[config.mk]
export PLATFORM = sky130hd
export DESIGN_NAME = system_register_block
export DESIGN_NICKNAME = d
export VERILOG_FILES = /design/src/core/sysblk_pkg.sv /design/src/core/system_register_block.sv
export SDC_FILE = /design/constraint.sdc
export NUM_CORES = 1
export LEC_CHECK = 0
export BUFFER_PORTS_ARGS = -buffer_cell sky130_fd_sc_hd__buf_2
export CORE_MARGIN = 1.5
export CORE_UTILIZATION = 46
export DETAILED_ROUTE_END_ITERATION = 8
export PLACE_DENSITY = 0.78
export SYNTH_ARGS = -nofsm -noshare
export SYNTH_HDL_FRONTEND = slang
export SYNTH_SLANG_ARGS = --single-unit
export TNS_END_PERCENT = 30
[constraint.sdc]
create_clock -name clk_in -period 1.9 [get_ports clk_in]
set_input_delay 0.19 -clock clk_in [delete_from_list [all_inputs] [get_ports clk_in]]
set_output_delay 0.19 -clock clk_in [all_outputs]
set_load 0.02 [all_outputs]
[src/core/sysblk_pkg.sv]
// Constants and types for the system register bank
package sysblk_pkg;

    // Address map
    localparam logic [31:0] BASE_ADDR       = 32'h4003_8000;
    localparam logic [31:0] OFS_CACHE_CFG   = 32'h0000_0018;
    localparam logic [31:0] OFS_SOFT_RST    = 32'h0000_0048;
    localparam logic [31:0] OFS_WDOG_CFG    = 32'h0000_006c;

    // Implemented bits and reset values
    localparam logic [31:0] SOFT_RST_MASK   = 32'h063f_ffff;
    localparam logic [31:0] SOFT_RST_RESET  = 32'h063f_7ff0;
    localparam logic [31:0] CACHE_CFG_MASK  = 32'h0000_0007;
    localparam logic [31:0] CACHE_CFG_RESET = 32'h0000_0000;
    localparam logic [31:0] WDOG_CFG_MASK   = 32'h0000_0003;
    localparam logic [31:0] WDOG_CFG_RESET  = 32'h0000_0000;

    // Soft reset field positions
    localparam int B_DDR_FABRIC_IF = 26;
    localparam int B_DDR_CTRL      = 25;
    localparam int B_GP_OUT_LINES  = 21;
    localparam int B_GP_IO_UNIT    = 20;
    localparam int B_FABRIC_IF1    = 19;
    localparam int B_FABRIC_IF0    = 18;
    localparam int B_FAST_DMA      = 17;
    localparam int B_FABRIC_LOGIC  = 16;
    localparam int B_COMM_BLOCK    = 15;
    localparam int B_USB_CTRL      = 14;
    localparam int B_CAN_CTRL      = 13;
    localparam int B_I2C_CTRL1     = 12;
    localparam int B_I2C_CTRL0     = 11;
    localparam int B_SPI_CTRL1     = 10;
    localparam int B_SPI_CTRL0     = 9;
    localparam int B_UART_CTRL1    = 8;
    localparam int B_UART_CTRL0    = 7;
    localparam int B_SYS_TIMER     = 6;
    localparam int B_PERIPH_DMA    = 5;
    localparam int B_ETH_MAC       = 4;
    localparam int B_SRAM_CTRL1    = 3;
    localparam int B_SRAM_CTRL0    = 2;
    localparam int B_NVM_CTRL1     = 1;
    localparam int B_NVM_CTRL0     = 0;

    // Cache and watchdog field positions
    localparam int B_CACHE_ON      = 0;
    localparam int B_DBG_BUS_WR    = 1;
    localparam int B_CACHE_LOCK    = 2;
    localparam int B_WDOG_RUN      = 0;
    localparam int B_WDOG_ACTION   = 1;

    localparam int BYTE_W          = 8;
    localparam int BYTES_PER_WORD  = 4;

    // Hold-in-reset outputs towards the peripherals
    typedef struct packed {
        logic ddr_fabric_if_hold;
        logic ddr_controller_hold;
        logic gp_output_lines_hold;
        logic gp_io_unit_hold;
        logic fabric_if1_hold;
        logic fabric_if0_hold;
        logic fast_dma_hold;
        logic fabric_logic_hold;
        logic comm_block_hold;
        logic usb_ctrl_hold;
        logic can_ctrl_hold;
        logic i2c_ctrl1_hold;
        logic i2c_ctrl0_hold;
        logic spi_ctrl1_hold;
        logic spi_ctrl0_hold;
        logic uart_ctrl1_hold;
        logic uart_ctrl0_hold;
        logic system_timer_hold;
        logic periph_dma_hold;
        logic ethernet_mac_hold;
        logic sram_ctrl1_hold;
        logic sram_ctrl0_hold;
        logic nvm_ctrl1_hold;
        logic nvm_ctrl0_hold;
    } hold_t;

    // Cache controls
    typedef struct packed {
        logic cache_lock_enable;
        logic debug_bus_cache_write_enable;
        logic cache_on;
    } cache_ctl_t;

    // Watchdog controls mirrored into the watchdog module
    typedef struct packed {
        logic watchdog_action_select;
        logic watchdog_run;
    } wdog_ctl_t;

    // All state of the bank
    typedef struct packed {
        logic [31:0] soft_rst;
        logic [31:0] cache_cfg;
        logic [31:0] wdog_cfg;
        logic        gpio_sync1;
        logic        gpio_sync2;
        logic        gpio_hold;
        logic [31:0] prdata;
        logic        pready;
        logic        pslverr;
    } state_t;

endpackage

[src/core/system_register_block.sv]
// System register bank: soft resets, cache and watchdog configuration
//
// Implementation choice: the APB slave port.
`timescale 1ns/1ps
`default_nettype none

module system_register_block
    import sysblk_pkg::*;
(
    // Clock and reset
    input  wire logic        clk_in,
    input  wire logic        rstn_in,
    // APB slave
    input  wire logic        psel_in,
    input  wire logic        penable_in,
    input  wire logic        pwrite_in,
    input  wire logic [31:0] paddr_in,
    input  wire logic [31:0] pwdata_in,
    input  wire logic [3:0]  pstrb_in,
    output logic      [31:0] prdata_out,
    output logic             pready_out,
    output logic             pslverr_out,
    // Other GPIO reset cause, asynchronous
    input  wire logic        gpio_other_reset_in,
    // Controls towards the subsystem
    output hold_t            hold_out,
    output cache_ctl_t       cache_ctl_out,
    output wdog_ctl_t        wdog_ctl_out
);

    // Full register addresses and derived sizes
    localparam logic [31:0] ADDR_CACHE = BASE_ADDR + OFS_CACHE_CFG;
    localparam logic [31:0] ADDR_SRST  = BASE_ADDR + OFS_SOFT_RST;
    localparam logic [31:0] ADDR_WDOG  = BASE_ADDR + OFS_WDOG_CFG;
    localparam logic [31:0] ZERO_WORD  = 32'h0000_0000;
    localparam int          LANES      = BYTES_PER_WORD;
    localparam int          HOLD_N     = $bits(hold_t);

    // Soft reset bit behind each hold output, LSB first
    localparam int HOLD_POS [HOLD_N] = '{
        B_NVM_CTRL0,
        B_NVM_CTRL1,
        B_SRAM_CTRL0,
        B_SRAM_CTRL1,
        B_ETH_MAC,
        B_PERIPH_DMA,
        B_SYS_TIMER,
        B_UART_CTRL0,
        B_UART_CTRL1,
        B_SPI_CTRL0,
        B_SPI_CTRL1,
        B_I2C_CTRL0,
        B_I2C_CTRL1,
        B_CAN_CTRL,
        B_USB_CTRL,
        B_COMM_BLOCK,
        B_FABRIC_LOGIC,
        B_FAST_DMA,
        B_FABRIC_IF0,
        B_FABRIC_IF1,
        B_GP_IO_UNIT,
        B_GP_OUT_LINES,
        B_DDR_CTRL,
        B_DDR_FABRIC_IF
    };

    // Registered state and its next value
    state_t            st_ff;
    state_t            nxt_st;
    // Bus phases
    logic              setup;
    logic              access;
    logic              wr_access;
    logic              rd_setup;
    // Address decode
    logic              hit_cache;
    logic              hit_srst;
    logic              hit_wdog;
    logic              mapped;
    // Per-register write enables
    logic              we_cache;
    logic              we_srst;
    logic              we_wdog;
    // Write data path
    logic [31:0]       lane_mask;
    logic [31:0]       cache_wr;
    logic [31:0]       srst_wr;
    logic [31:0]       wdog_wr;
    // Read data path
    logic [31:0]       cache_rd;
    logic [31:0]       srst_rd;
    logic [31:0]       wdog_rd;
    logic [31:0]       rd_val;
    // Synchronised other GPIO cause
    logic              gpio_other;
    // Flop-driven hold vector
    logic [HOLD_N-1:0] hold_vec;

    // Bus phases; pready high marks the access edge
    assign setup     = psel_in & ~penable_in;
    assign access    = psel_in & penable_in & st_ff.pready;
    assign wr_access = access & pwrite_in;
    assign rd_setup  = setup & ~pwrite_in;

    // Full byte address compare, no aliasing
    assign hit_cache = (paddr_in == ADDR_CACHE);
    assign hit_srst  = (paddr_in == ADDR_SRST);
    assign hit_wdog  = (paddr_in == ADDR_WDOG);
    assign mapped    = hit_cache | hit_srst | hit_wdog;

    // Unmapped addresses write nothing
    assign we_cache  = wr_access & hit_cache;
    assign we_srst   = wr_access & hit_srst;
    assign we_wdog   = wr_access & hit_wdog;

    // Byte-lane mask from the write strobes
    for (genvar g = 0; g < LANES; g++) begin : g_lane
        assign lane_mask[g*BYTE_W +: BYTE_W] = {BYTE_W{pstrb_in[g]}};
    end

    // Unstrobed lanes keep their bits, reserved bits stay zero
    assign cache_wr = ((st_ff.cache_cfg & ~lane_mask)
                    |  (pwdata_in & lane_mask))
                    & CACHE_CFG_MASK;
    assign srst_wr  = ((st_ff.soft_rst & ~lane_mask)
                    |  (pwdata_in & lane_mask))
                    & SOFT_RST_MASK;
    assign wdog_wr  = ((st_ff.wdog_cfg & ~lane_mask)
                    |  (pwdata_in & lane_mask))
                    & WDOG_CFG_MASK;

    // Read values, reserved bits read zero
    assign cache_rd = st_ff.cache_cfg & CACHE_CFG_MASK;
    assign srst_rd  = st_ff.soft_rst & SOFT_RST_MASK;
    assign wdog_rd  = st_ff.wdog_cfg & WDOG_CFG_MASK;

    // Read select
    assign rd_val = hit_cache ? cache_rd
                  : hit_srst  ? srst_rd
                  : hit_wdog  ? wdog_rd
                  : ZERO_WORD;

    // Other GPIO cause after two flops
    assign gpio_other = st_ff.gpio_sync2;

    always_comb begin
        nxt_st = st_ff;
        // Two-flop synchroniser for the other GPIO cause
        nxt_st.gpio_sync1 = gpio_other_reset_in;
        nxt_st.gpio_sync2 = st_ff.gpio_sync1;
        // Writes take effect at the completing access edge
        if (we_cache) begin
            nxt_st.cache_cfg = cache_wr;
        end
        if (we_srst) begin
            nxt_st.soft_rst = srst_wr;
        end
        if (we_wdog) begin
            nxt_st.wdog_cfg = wdog_wr;
        end
        // Answer one cycle after setup, no wait states
        nxt_st.pready  = setup;
        nxt_st.pslverr = setup & ~mapped;
        nxt_st.prdata  = ZERO_WORD;
        if (rd_setup && mapped) begin
            nxt_st.prdata = rd_val;
        end
        // GPIO core held by its soft bit or the other cause
        nxt_st.gpio_hold = nxt_st.soft_rst[B_GP_IO_UNIT] | gpio_other;
    end

    always_ff @(posedge clk_in or negedge rstn_in) begin
        if (!rstn_in) begin
            st_ff.soft_rst   <= SOFT_RST_RESET;
            st_ff.cache_cfg  <= CACHE_CFG_RESET;
            st_ff.wdog_cfg   <= WDOG_CFG_RESET;
            st_ff.gpio_sync1 <= 1'b0;
            st_ff.gpio_sync2 <= 1'b0;
            st_ff.gpio_hold  <= SOFT_RST_RESET[B_GP_IO_UNIT];
            st_ff.prdata     <= ZERO_WORD;
            st_ff.pready     <= 1'b0;
            st_ff.pslverr    <= 1'b0;
        end else begin
            st_ff <= nxt_st;
        end
    end

    // Bus outputs
    assign prdata_out  = st_ff.prdata;
    assign pready_out  = st_ff.pready;
    assign pslverr_out = st_ff.pslverr;

    // Hold outputs straight from soft reset bits, except the GPIO unit hold, which comes from the gpio_hold flop
    for (genvar h = 0; h < HOLD_N; h++) begin : g_hold
        if (HOLD_POS[h] == B_GP_IO_UNIT) begin : g_gpio
            assign hold_vec[h] = st_ff.gpio_hold;
        end else begin : g_plain
            assign hold_vec[h] = st_ff.soft_rst[HOLD_POS[h]];
        end
    end
    assign hold_out = hold_vec;

    // Cache controls
    assign cache_ctl_out.cache_on = st_ff.cache_cfg[B_CACHE_ON];
    assign cache_ctl_out.debug_bus_cache_write_enable =
        st_ff.cache_cfg[B_DBG_BUS_WR];
    assign cache_ctl_out.cache_lock_enable =
        st_ff.cache_cfg[B_CACHE_LOCK];

    // Watchdog mirror
    assign wdog_ctl_out.watchdog_action_select =
        st_ff.wdog_cfg[B_WDOG_ACTION];
    assign wdog_ctl_out.watchdog_run = st_ff.wdog_cfg[B_WDOG_RUN];

endmodule

`default_nettype wire

==> results of run 1 <==
-- area by class of cell --
class,instances,area share
Multi-Input combinational cell,137,0.289
Sequential cell,58,0.417
Clock inverter,6,0.0117
Tap cell,72,0.0255
Clock buffer,10,0.0389
Timing Repair Buffer,142,0.217
-- worst reg2reg max path: cells and delay by family (launching register included) --
kind,cells,cell delay [ns]
simple gates,3,0.72
buf+inv,1,0.18
mux,1,0.33
flops,1,0.33
-- routing by layer --
metal | global-route usage | part of all wire | vias up
li1 | - | - | 1038
met1 | 0.241 | 0.42 | 1041
met2 | 0.317 | 0.49 | 92
met3 | 0.0489 | 0.067 | 12
met4 | 0.100 | 0.023 | 0
met5 | 0 | 0 | -
-- worst min path at each step --
stage | end | cells past startpoint
2_1_floorplan | asynchronous set/reset pin | 0
3_3_place_gp | nxt_st[35] | 1
3_5_place_dp | nxt_st[35] | 1
4_1_cts | asynchronous set/reset pin | 2
5_1_grt | asynchronous set/reset pin | 2
6_report | asynchronous set/reset pin | 2
-- cells by family (layout without fill, tap and decap cells) --
family	after synthesis	count (layout)	synth area share
buf+inv	42	158	0.100
mux	30	30	0.123
compound gates	7	7	0.0210
xor+xnor	1	1	0.00319
simple gates	91	91	0.213
flops	58	58	0.538
other cells	1	8	0.00137
-- stage by stage --
stage | std cells | total power [mW] | TNS (ns) | hold WS (ns)
after floorplan | 237 | 1.32 | 0 | -0.106
after global placement | 408 | 1.42 | -0.637 | 0.301
after detailed placement | 408 | 1.42 | -1.58 | 0.300
after CTS | 425 | 2.45 | 0 | 0.00899
after global routing | 425 | 2.51 | 0 | 0.0319
final | 425 | 2.42 | 0 | -0.0192
-- synthesized netlist by cell type --
| library cell | number |
|---|---|
| buf_4 | 31 |
| nor3b_1 | 1 |
| a21boi_0 | 1 |
| clkbuf_1 | 10 |
| a22o_1 | 2 |
| o211a_1 | 1 |
| nor2b_1 | 2 |
| conb_1 | 1 |
| and3_1 | 2 |
| buf_2 | 1 |
| a22oi_1 | 3 |
| nor4_1 | 26 |
| dfstp_2 | 20 |
| xor2_1 | 1 |
| dfrtp_1 | 38 |
| and2_1 | 2 |
| and4_1 | 4 |
| nor2_1 | 4 |
| nand2_1 | 27 |
| nor4b_2 | 1 |
| nor4_4 | 3 |
| nand3_1 | 2 |
| mux2_2 | 29 |
| and3b_1 | 1 |
| nand4_1 | 9 |
| nor4_2 | 2 |
| and4b_1 | 1 |
| nor3_1 | 1 |
| mux2i_1 | 1 |
| nand4_2 | 2 |
| nand3b_1 | 1 |
-- cell usage in the layout (no fill, tap or decap) --
cell type,count
a21boi_0,1
a22o_1,2
a22oi_1,3
and2_1,2
and3_1,2
and3b_1,1
and4_1,4
and4b_1,1
buf_2,120
buf_4,21
clkbuf_8,10
clkinv_2,2
clkinvlp_4,3
conb_1,8
dfrtp_1,38
dfstp_2,20
dlygate4sd3_1,1
inv_6,1
mux2_2,29
mux2i_1,1
nand2_1,27
nand3_1,2
nand3b_1,1
nand4_1,9
nand4_2,2
nor2_1,4
nor2b_1,2
nor3_1,1
nor3b_2,1
nor4_1,26
nor4_2,2
nor4_4,3
nor4b_2,1
o211a_1,1
xor2_1,1
-- where the power goes --
| part | total [mW] | switching, mW | internal (mW) |
|---|---|---|---|
| clock | 1.02 | 0.509 | 0.507 |
| combinational | 0.155 | 0.0877 | 0.0675 |
| sequential | 1.24 | 0.00167 | 1.24 |
| total | 2.42 | 0.598 | 1.82 |
==> impl_metrics.csv, run 1 <==
group,metric,value,unit
timing,hold_viol,20,
floorplan,die-area,6440,um^2
critical_path,critPathTopFamily,"simple AND/OR/NAND/NOR gates",
timing,worstMarginPinSlew,0.688,ns
critical_path,cp.buffers_inverters,1,
cts,clockBufferDepth,2,
cts,ctsResizeCount,0,
cts,cts_root_buffer,"clkbuf_8",
floorplan,fp.dieH,80.2,um
cts,ctsHoldBuffers,1,
critical_path,path_cells,"and4_1 > nand2_1 > nor4_1 > buf_4 > mux2_2",
placement,dpl_worst_slack,-0.0901,ns
power,irDropWorstVdd,453,uV
final_layout,area.sequential,1480,um^2
timing,max-slew-margin-rel,0.542,
outcome,violations,"hold timing",
grt,grtUsageTotal,0.196,
grt,grt_antenna_before_repair,0,
floorplan,initial_core_util,0.486,
synthesis,synth_top_cell_by_area,"dfrtp_1",
placement,post-dp-hpwl,4600,um
synthesis,ys_seq_area_frac,0.538,
critical_path,slowest_stage,"dfrtp_1",
critical_path,reg2reg_slack,0.24,ns
timing,drv_slew,0,
timing,fin_crit,1.66,ns
cts,cts_buffers,9,
critical_path,worstPathRequired,2.12,ns
floorplan,die_x,80.2,um
critical_path,start_kind,"flop",
cts,clock_latency,0.34,ns
cts,htreeDepth,3,
detailed_routing,drc,0,
final_layout,nets,422,
grt,grt_overflow_total,0,
cts,cts_tree,"built",
placement,portBuffers,120,
critical_path,cp_max_fo,4,
synthesis,ys_types,31,
cts,clock_sinks,58,
cts,clk_transition_reported_paths,0.07,ns
final_layout,multi_input_area,1020,um^2
run,cap_violations,0,
critical_path,crit_path_end_kind,"flop",
critical_path,cp_num_cells,5,
synthesis,yosysWarnings,0,
floorplan,core.rowCount,27,
detailed_routing,via_count,2183,
synthesis,syn-cell-area,2740,um^2
synthesis,synth_area_leaders,"dfrtp_1, dfstp_2, mux2_2, buf_4, nor4_1",
worst_hold_path,hp-class,"input port to asynchronous set/reset pin",
synthesis,ys_ff_latch,58,
timing,fin_skew,0.00714,ns
final_layout,area_delta_synth_final,28.9,%
placement,placed_area,3350,um^2
final_layout,fin_util,0.627,
final_layout,final_area,3540,um^2
critical_path,r2r_cells,5,
power,p_leak,1.83,nW
floorplan,ios,137,
critical_path,reg2reg_from,"pready_out",
timing,rsz0062_at_grt,"no",
timing,fmax,602,MHz
cts,postCtsSetupBuffers,0,
final_layout,layout-drive-gt1-share,0.609,
grt,grt_max_degree,59,
detailed_routing,drtAntennaViolNets,0,
final_layout,n_antenna_cell,0,
synthesis,netlist_instances,230,
detailed_routing,vias_per_cell,5.14,
detailed_routing,drt_wl_total,6040,um
power,power_density,683,nW/um^2
final_layout,fillers,462,
grt,grt_pass1_vias,1987,
outcome,run_status,"complete, but fails checks",
timing,fin_crit_sh,0.874,
timing,setup_ws,0.239,ns
critical_path,critical_path_class,"flop to flop",
synthesis,yosysTopAreaCellShare,0.347,
detailed_routing,drt_iter0_drc,116,
detailed_routing,dr.pass1.iters,4,
grt,grt_pass1_wl,9330,um
critical_path,crit_arrival,1.88,ns
floorplan,core,5640,um^2
placement,place.gp.congestion,0.863,
timing,timing.hold.ws,-0.0192,ns
timing,setup_viol,0,
synthesis,synth_area_per_cell,11.9,um^2
critical_path,critPathLaunch,"pready_out",
critical_path,worst_path_largest_cell_delay,0.33,ns
detailed_routing,avgRoutedWirePerCell,14.2,um
Note: power is estimated with default switching activity, not from simulation.
==> run 2, diff against run 1 <==
Settings changed: MAX_ROUTING_LAYER from default to met4.
==> impl_metrics.csv, run 2 (synthesized netlist as in run 1, its figures left out) <==
group,metric,value,unit
floorplan,initial_core_util,0.486,
timing,fin_skew,0.00784,ns
detailed_routing,drtAntennaViolNets,0,
placement,portBuffers,120,
final_layout,final_common_cell,"buf_2",
critical_path,start_kind,"flop",
final_layout,area.sequential,1480,um^2
grt,grt_overflow_total,0,
floorplan,core.rowCount,27,
placement,placed_area,3350,um^2
timing,fin_crit,1.65,ns
critical_path,slowest_stage,"dfrtp_1",
critical_path,cp_max_fo,4,
placement,post-dp-hpwl,4600,um
critical_path,path_cells,"and4_1 > nand2_1 > nor4_1 > buf_4 > mux2_2",
final_layout,final_cell_mix,"buf_2, dfrtp_1, mux2_2",
timing,hold_viol,14,
placement,place.gp.congestion,0.877,
critical_path,critPathTopFamily,"simple AND/OR/NAND/NOR gates",
detailed_routing,drc,0,
detailed_routing,via_count,2178,
floorplan,die-area,6440,um^2
cts,cts_buffers,9,
timing,drv_slew,0,
timing,setup_viol,0,
detailed_routing,drt_iter0_drc,115,
floorplan,fp.dieH,80.2,um
critical_path,worst_path_largest_cell_delay,0.33,ns
grt,grt_antenna_before_repair,0,
critical_path,cp.buffers_inverters,1,
grt,met1_usage,0.243,
cts,postCtsSetupBuffers,0,
cts,ctsResizeCount,0,
placement,dp_cells,408,
worst_hold_path,hp-class,"input port to asynchronous set/reset pin",
grt,grt_pass1_vias,1989,
cts,cts_root_buffer,"clkbuf_8",
timing,fin_crit_sh,0.869,
detailed_routing,avgRoutedWirePerCell,14.3,um
final_layout,n_antenna_cell,0,
timing,rsz0062_at_grt,"no",
final_layout,nets,422,
critical_path,crit_arrival,1.87,ns
outcome,run_status,"complete, but fails checks",
grt,grt_max_degree,59,
critical_path,worstPathRequired,2.12,ns
final_layout,multi_input_area,1020,um^2
floorplan,die_x,80.2,um
grt,grtUsageMet3,0.0432,
final_layout,final_area,3540,um^2
cts,cts_tree,"built",
final_layout,fillers,462,
final_layout,final_cells,425,
critical_path,crit_path_end_kind,"flop",
detailed_routing,dr.pass1.iters,4,
floorplan,core,5640,um^2
power,power,2.41,mW
cts,htreeDepth,3,
detailed_routing,drt_wl_total,6070,um
power,p_leak,1.83,nW
grt,grt_pass1_wl,9290,um
timing,fmax,606,MHz
final_layout,area_delta_synth_final,28.9,%
detailed_routing,vias_per_cell,5.12,
run,cap_violations,0,
outcome,violations,"hold timing",
grt,grt.busiest_layer,"met2",
cts,clk_transition_reported_paths,0.07,ns
grt,grtUsageTotal,0.200,
cts,clockBufferDepth,2,
critical_path,critical_path_class,"flop to flop",
cts,ctsHoldBuffers,1,
floorplan,ios,137,
cts,clock_latency,0.33,ns
timing,worstMarginPinSlew,0.693,ns
timing,setup_tns,0,ns
final_layout,layout-drive-gt1-share,0.609,
timing,timing.hold.ws,-0.0171,ns
grt,use_met2,0.316,
power,irDropWorstVdd,455,uV
cts,clock_sinks,58,
power,power_density,682,nW/um^2
timing,max-slew-margin-rel,0.538,
run 2: path summary, 6_finish.rpt:
path                            startpoint                         end  slack, ns  cells after the start
worst max-delay path            pready_out                        flop       0.25                      5
worst min-delay path               rstn_in  asynchronous set/reset pin      -0.02                      2
worst max register to register  pready_out                        flop       0.25                      5
min in group clk_in             penable_in                  pready_out       0.06                      2
max in group asynchronous          rstn_in                  pready_out       1.45                      2
worst min register to register  nxt_st[35]                  gpio_other       0.36                      0
run 2: power by group:
part / internal (mW) / leakage (nW) / switching [mW]
clock: 0.507 / 0.0847 / 0.506
combinational: 0.0675 / 1.02 / 0.0878
sequential: 1.24 / 0.731 / 0.00167
run 2: layout make-up:
type                       instances  share of cell area
multi-input combinational        137               0.289
clock inverter                     6              0.0117
tap                               72              0.0255
sequential                        58               0.417
clock buffer                      10              0.0389
timing repair buffer             142               0.217
run 2: per-layer routing:
metal	vias to the layer above	share of wire
met5	-	0
met1	1040	0.43
met3	12	0.058
met4	0	0.021
li1	1038	-
met2	88	0.49
run 2: per-stage QoR:
| step | util | hold WS, ns | setup WS, ns |
|---|---|---|---|
| detailed placement | 0.593 | 0.300 | -0.0901 |
| CTS | 0.627 | 0.00899 | 0.217 |
| floorplan | - | -0.106 | 0.00344 |
| finish | 0.627 | -0.0171 | 0.249 |
| global route | 0.627 | 0.0347 | 0.106 |
| global placement | 0.593 | 0.301 | -0.0826 |
==> run 3, diff against run 2 <==
Settings changed: CORE_ASPECT_RATIO from default to 1.1.
==> impl_metrics.csv, run 3 (synthesized netlist as in run 1, its figures left out) <==
group,metric,value,unit
cts,clock_sinks,58,
final_layout,layout-drive-gt1-share,0.601,
floorplan,ios,137,
cts,cts_tree,"built",
power,p_leak,1.84,nW
worst_hold_path,holdCritStartpoint,"penable_in",
final_layout,final_common_cell,"buf_2",
worst_hold_path,hold_end,"pready_out",
outcome,run_status,"finished clean",
grt,grtUsageTotal,0.202,
floorplan,die-area,6440,um^2
placement,portBuffers,120,
critical_path,critical_path_class,"input port to flop",
timing,worstMarginPinSlew,0.616,ns
cts,cts_root_buffer,"clkbuf_8",
power,irDropWorstVdd,403,uV
detailed_routing,avgRoutedWirePerCell,13.6,um
timing,setup_ws,0.241,ns
detailed_routing,vias_per_cell,5.00,
timing,fin_skew,0.00763,ns
final_layout,final_cell_mix,"buf_2, dfrtp_1, mux2_2",
critical_path,start_kind,"input port",
floorplan,initial_core_util,0.476,
grt,grt_overflow_total,0,
timing,rsz0062_at_grt,"no",
floorplan,core,5770,um^2
cts,clk_transition_reported_paths,0.06,ns
timing,hold_viol,0,
final_layout,n_antenna_cell,0,
critical_path,reg2reg_from,"pready_out",
placement,dpl_worst_slack,-0.109,ns
critical_path,reg2reg_slack,0.32,ns
timing,fin_crit,1.66,ns
timing,fmax,603,MHz
power,power_density,672,nW/um^2
critical_path,worstPathRequired,2.11,ns
critical_path,r2r_cells,5,
grt,grt_pass1_vias,2137,
timing,max-slew-margin-rel,0.590,
worst_hold_path,holdPathStages,2,
cts,clockBufferDepth,2,
placement,post-dp-hpwl,4460,um
critical_path,crit_path_end_kind,"flop",
timing,drv_slew,0,
detailed_routing,drc,0,
grt,grt_antenna_before_repair,0,
detailed_routing,drtAntennaViolNets,0,
power,power,2.39,mW
cts,cts_buffers,9,
final_layout,fillers,491,
detailed_routing,drt_iter0_drc,100,
grt,grt_pass1_wl,9780,um
cts,clock_latency,0.32,ns
floorplan,fp.dieH,84,um
final_layout,fin_util,0.616,
cts,htreeDepth,3,
final_layout,nets,422,
final_layout,area_delta_synth_final,29.5,%
grt,grt_max_degree,33,
floorplan,core.rowCount,29,
timing,fin_crit_sh,0.873,
run,cap_violations,0,
detailed_routing,drt_wl_total,5840,um
critical_path,crit_arrival,1.86,ns
placement,place.gp.congestion,0.869,
detailed_routing,dr.pass1.iters,4,
detailed_routing,via_count,2150,
timing,setup_viol,0,
worst_hold_path,hp-class,"input port to flop",
floorplan,die_x,76.6,um
critical_path,cp_max_fo,8,
run 3: layout make-up:
cell class | count | area [um^2] | area share
Tap cell | 77 | 96.3 | 0.0271
Sequential cell | 58 | 1480 | 0.415
Clock inverter | 3 | 15.0 | 0.00423
Timing Repair Buffer | 142 | 783 | 0.220
Clock buffer | 13 | 159 | 0.0447
Multi-Input combinational cell | 137 | 1020 | 0.288
run 3: power by group:
group	leakage (nW)	switching, mW	total, mW	internal (mW)
Clock	0.0932	0.444	0.982	0.538
Combinational	1.02	0.0883	0.159	0.0706
Sequential	0.731	0.00170	1.25	1.24
Total	1.84	0.534	2.39	1.85
run 3: routing by layer:
layer,GRT usage,part of all wire,up-vias
met4,0.0741,0.015,0
met3,0.0525,0.062,9
met1,0.229,0.41,1020
li1,-,-,1040
met5,-,0,-
met2,0.343,0.52,81
run 3: worst max path at each step:
stage / to / from / slack [ns]
floorplan: flop / paddr_in[22] / 0.003
global placement: flop / paddr_in[29] / -0.07
detailed placement: flop / paddr_in[22] / -0.11
CTS: flop / paddr_in[22] / 0.23
global route: flop / paddr_in[21] / 0.09
finish: flop / paddr_in[22] / 0.24
run 3: worst max-delay path, stage by stage:
cell and delay [ns]:
buf_2 0.09, nor4_1 0.39, nand4_2 0.15, buf_4 0.21
nor4_4 0.27, buf_4 0.21, mux2_2 0.34
run 3: timing repair:
action	CTS	global route
endpoints found under the hold margin	24	0
gates resized for setup	0	0
setup buffers	0	0
hold buffers	2	0
run 3: metrics by stage:
| step | setup TNS (ns) | std cells | area (um^2) | hold slack (ns) |
|---|---|---|---|---|
| after floorplan | 0 | 237 | 2770 | -0.106 |
| after global placement | -0.875 | 412 | 3360 | 0.229 |
| after detailed placement | -1.67 | 412 | 3360 | 0.232 |
| after CTS | 0 | 430 | 3550 | 0.0600 |
| after global routing | 0 | 430 | 3550 | 0.0700 |
| final | 0 | 430 | 3550 | 0.0775 |
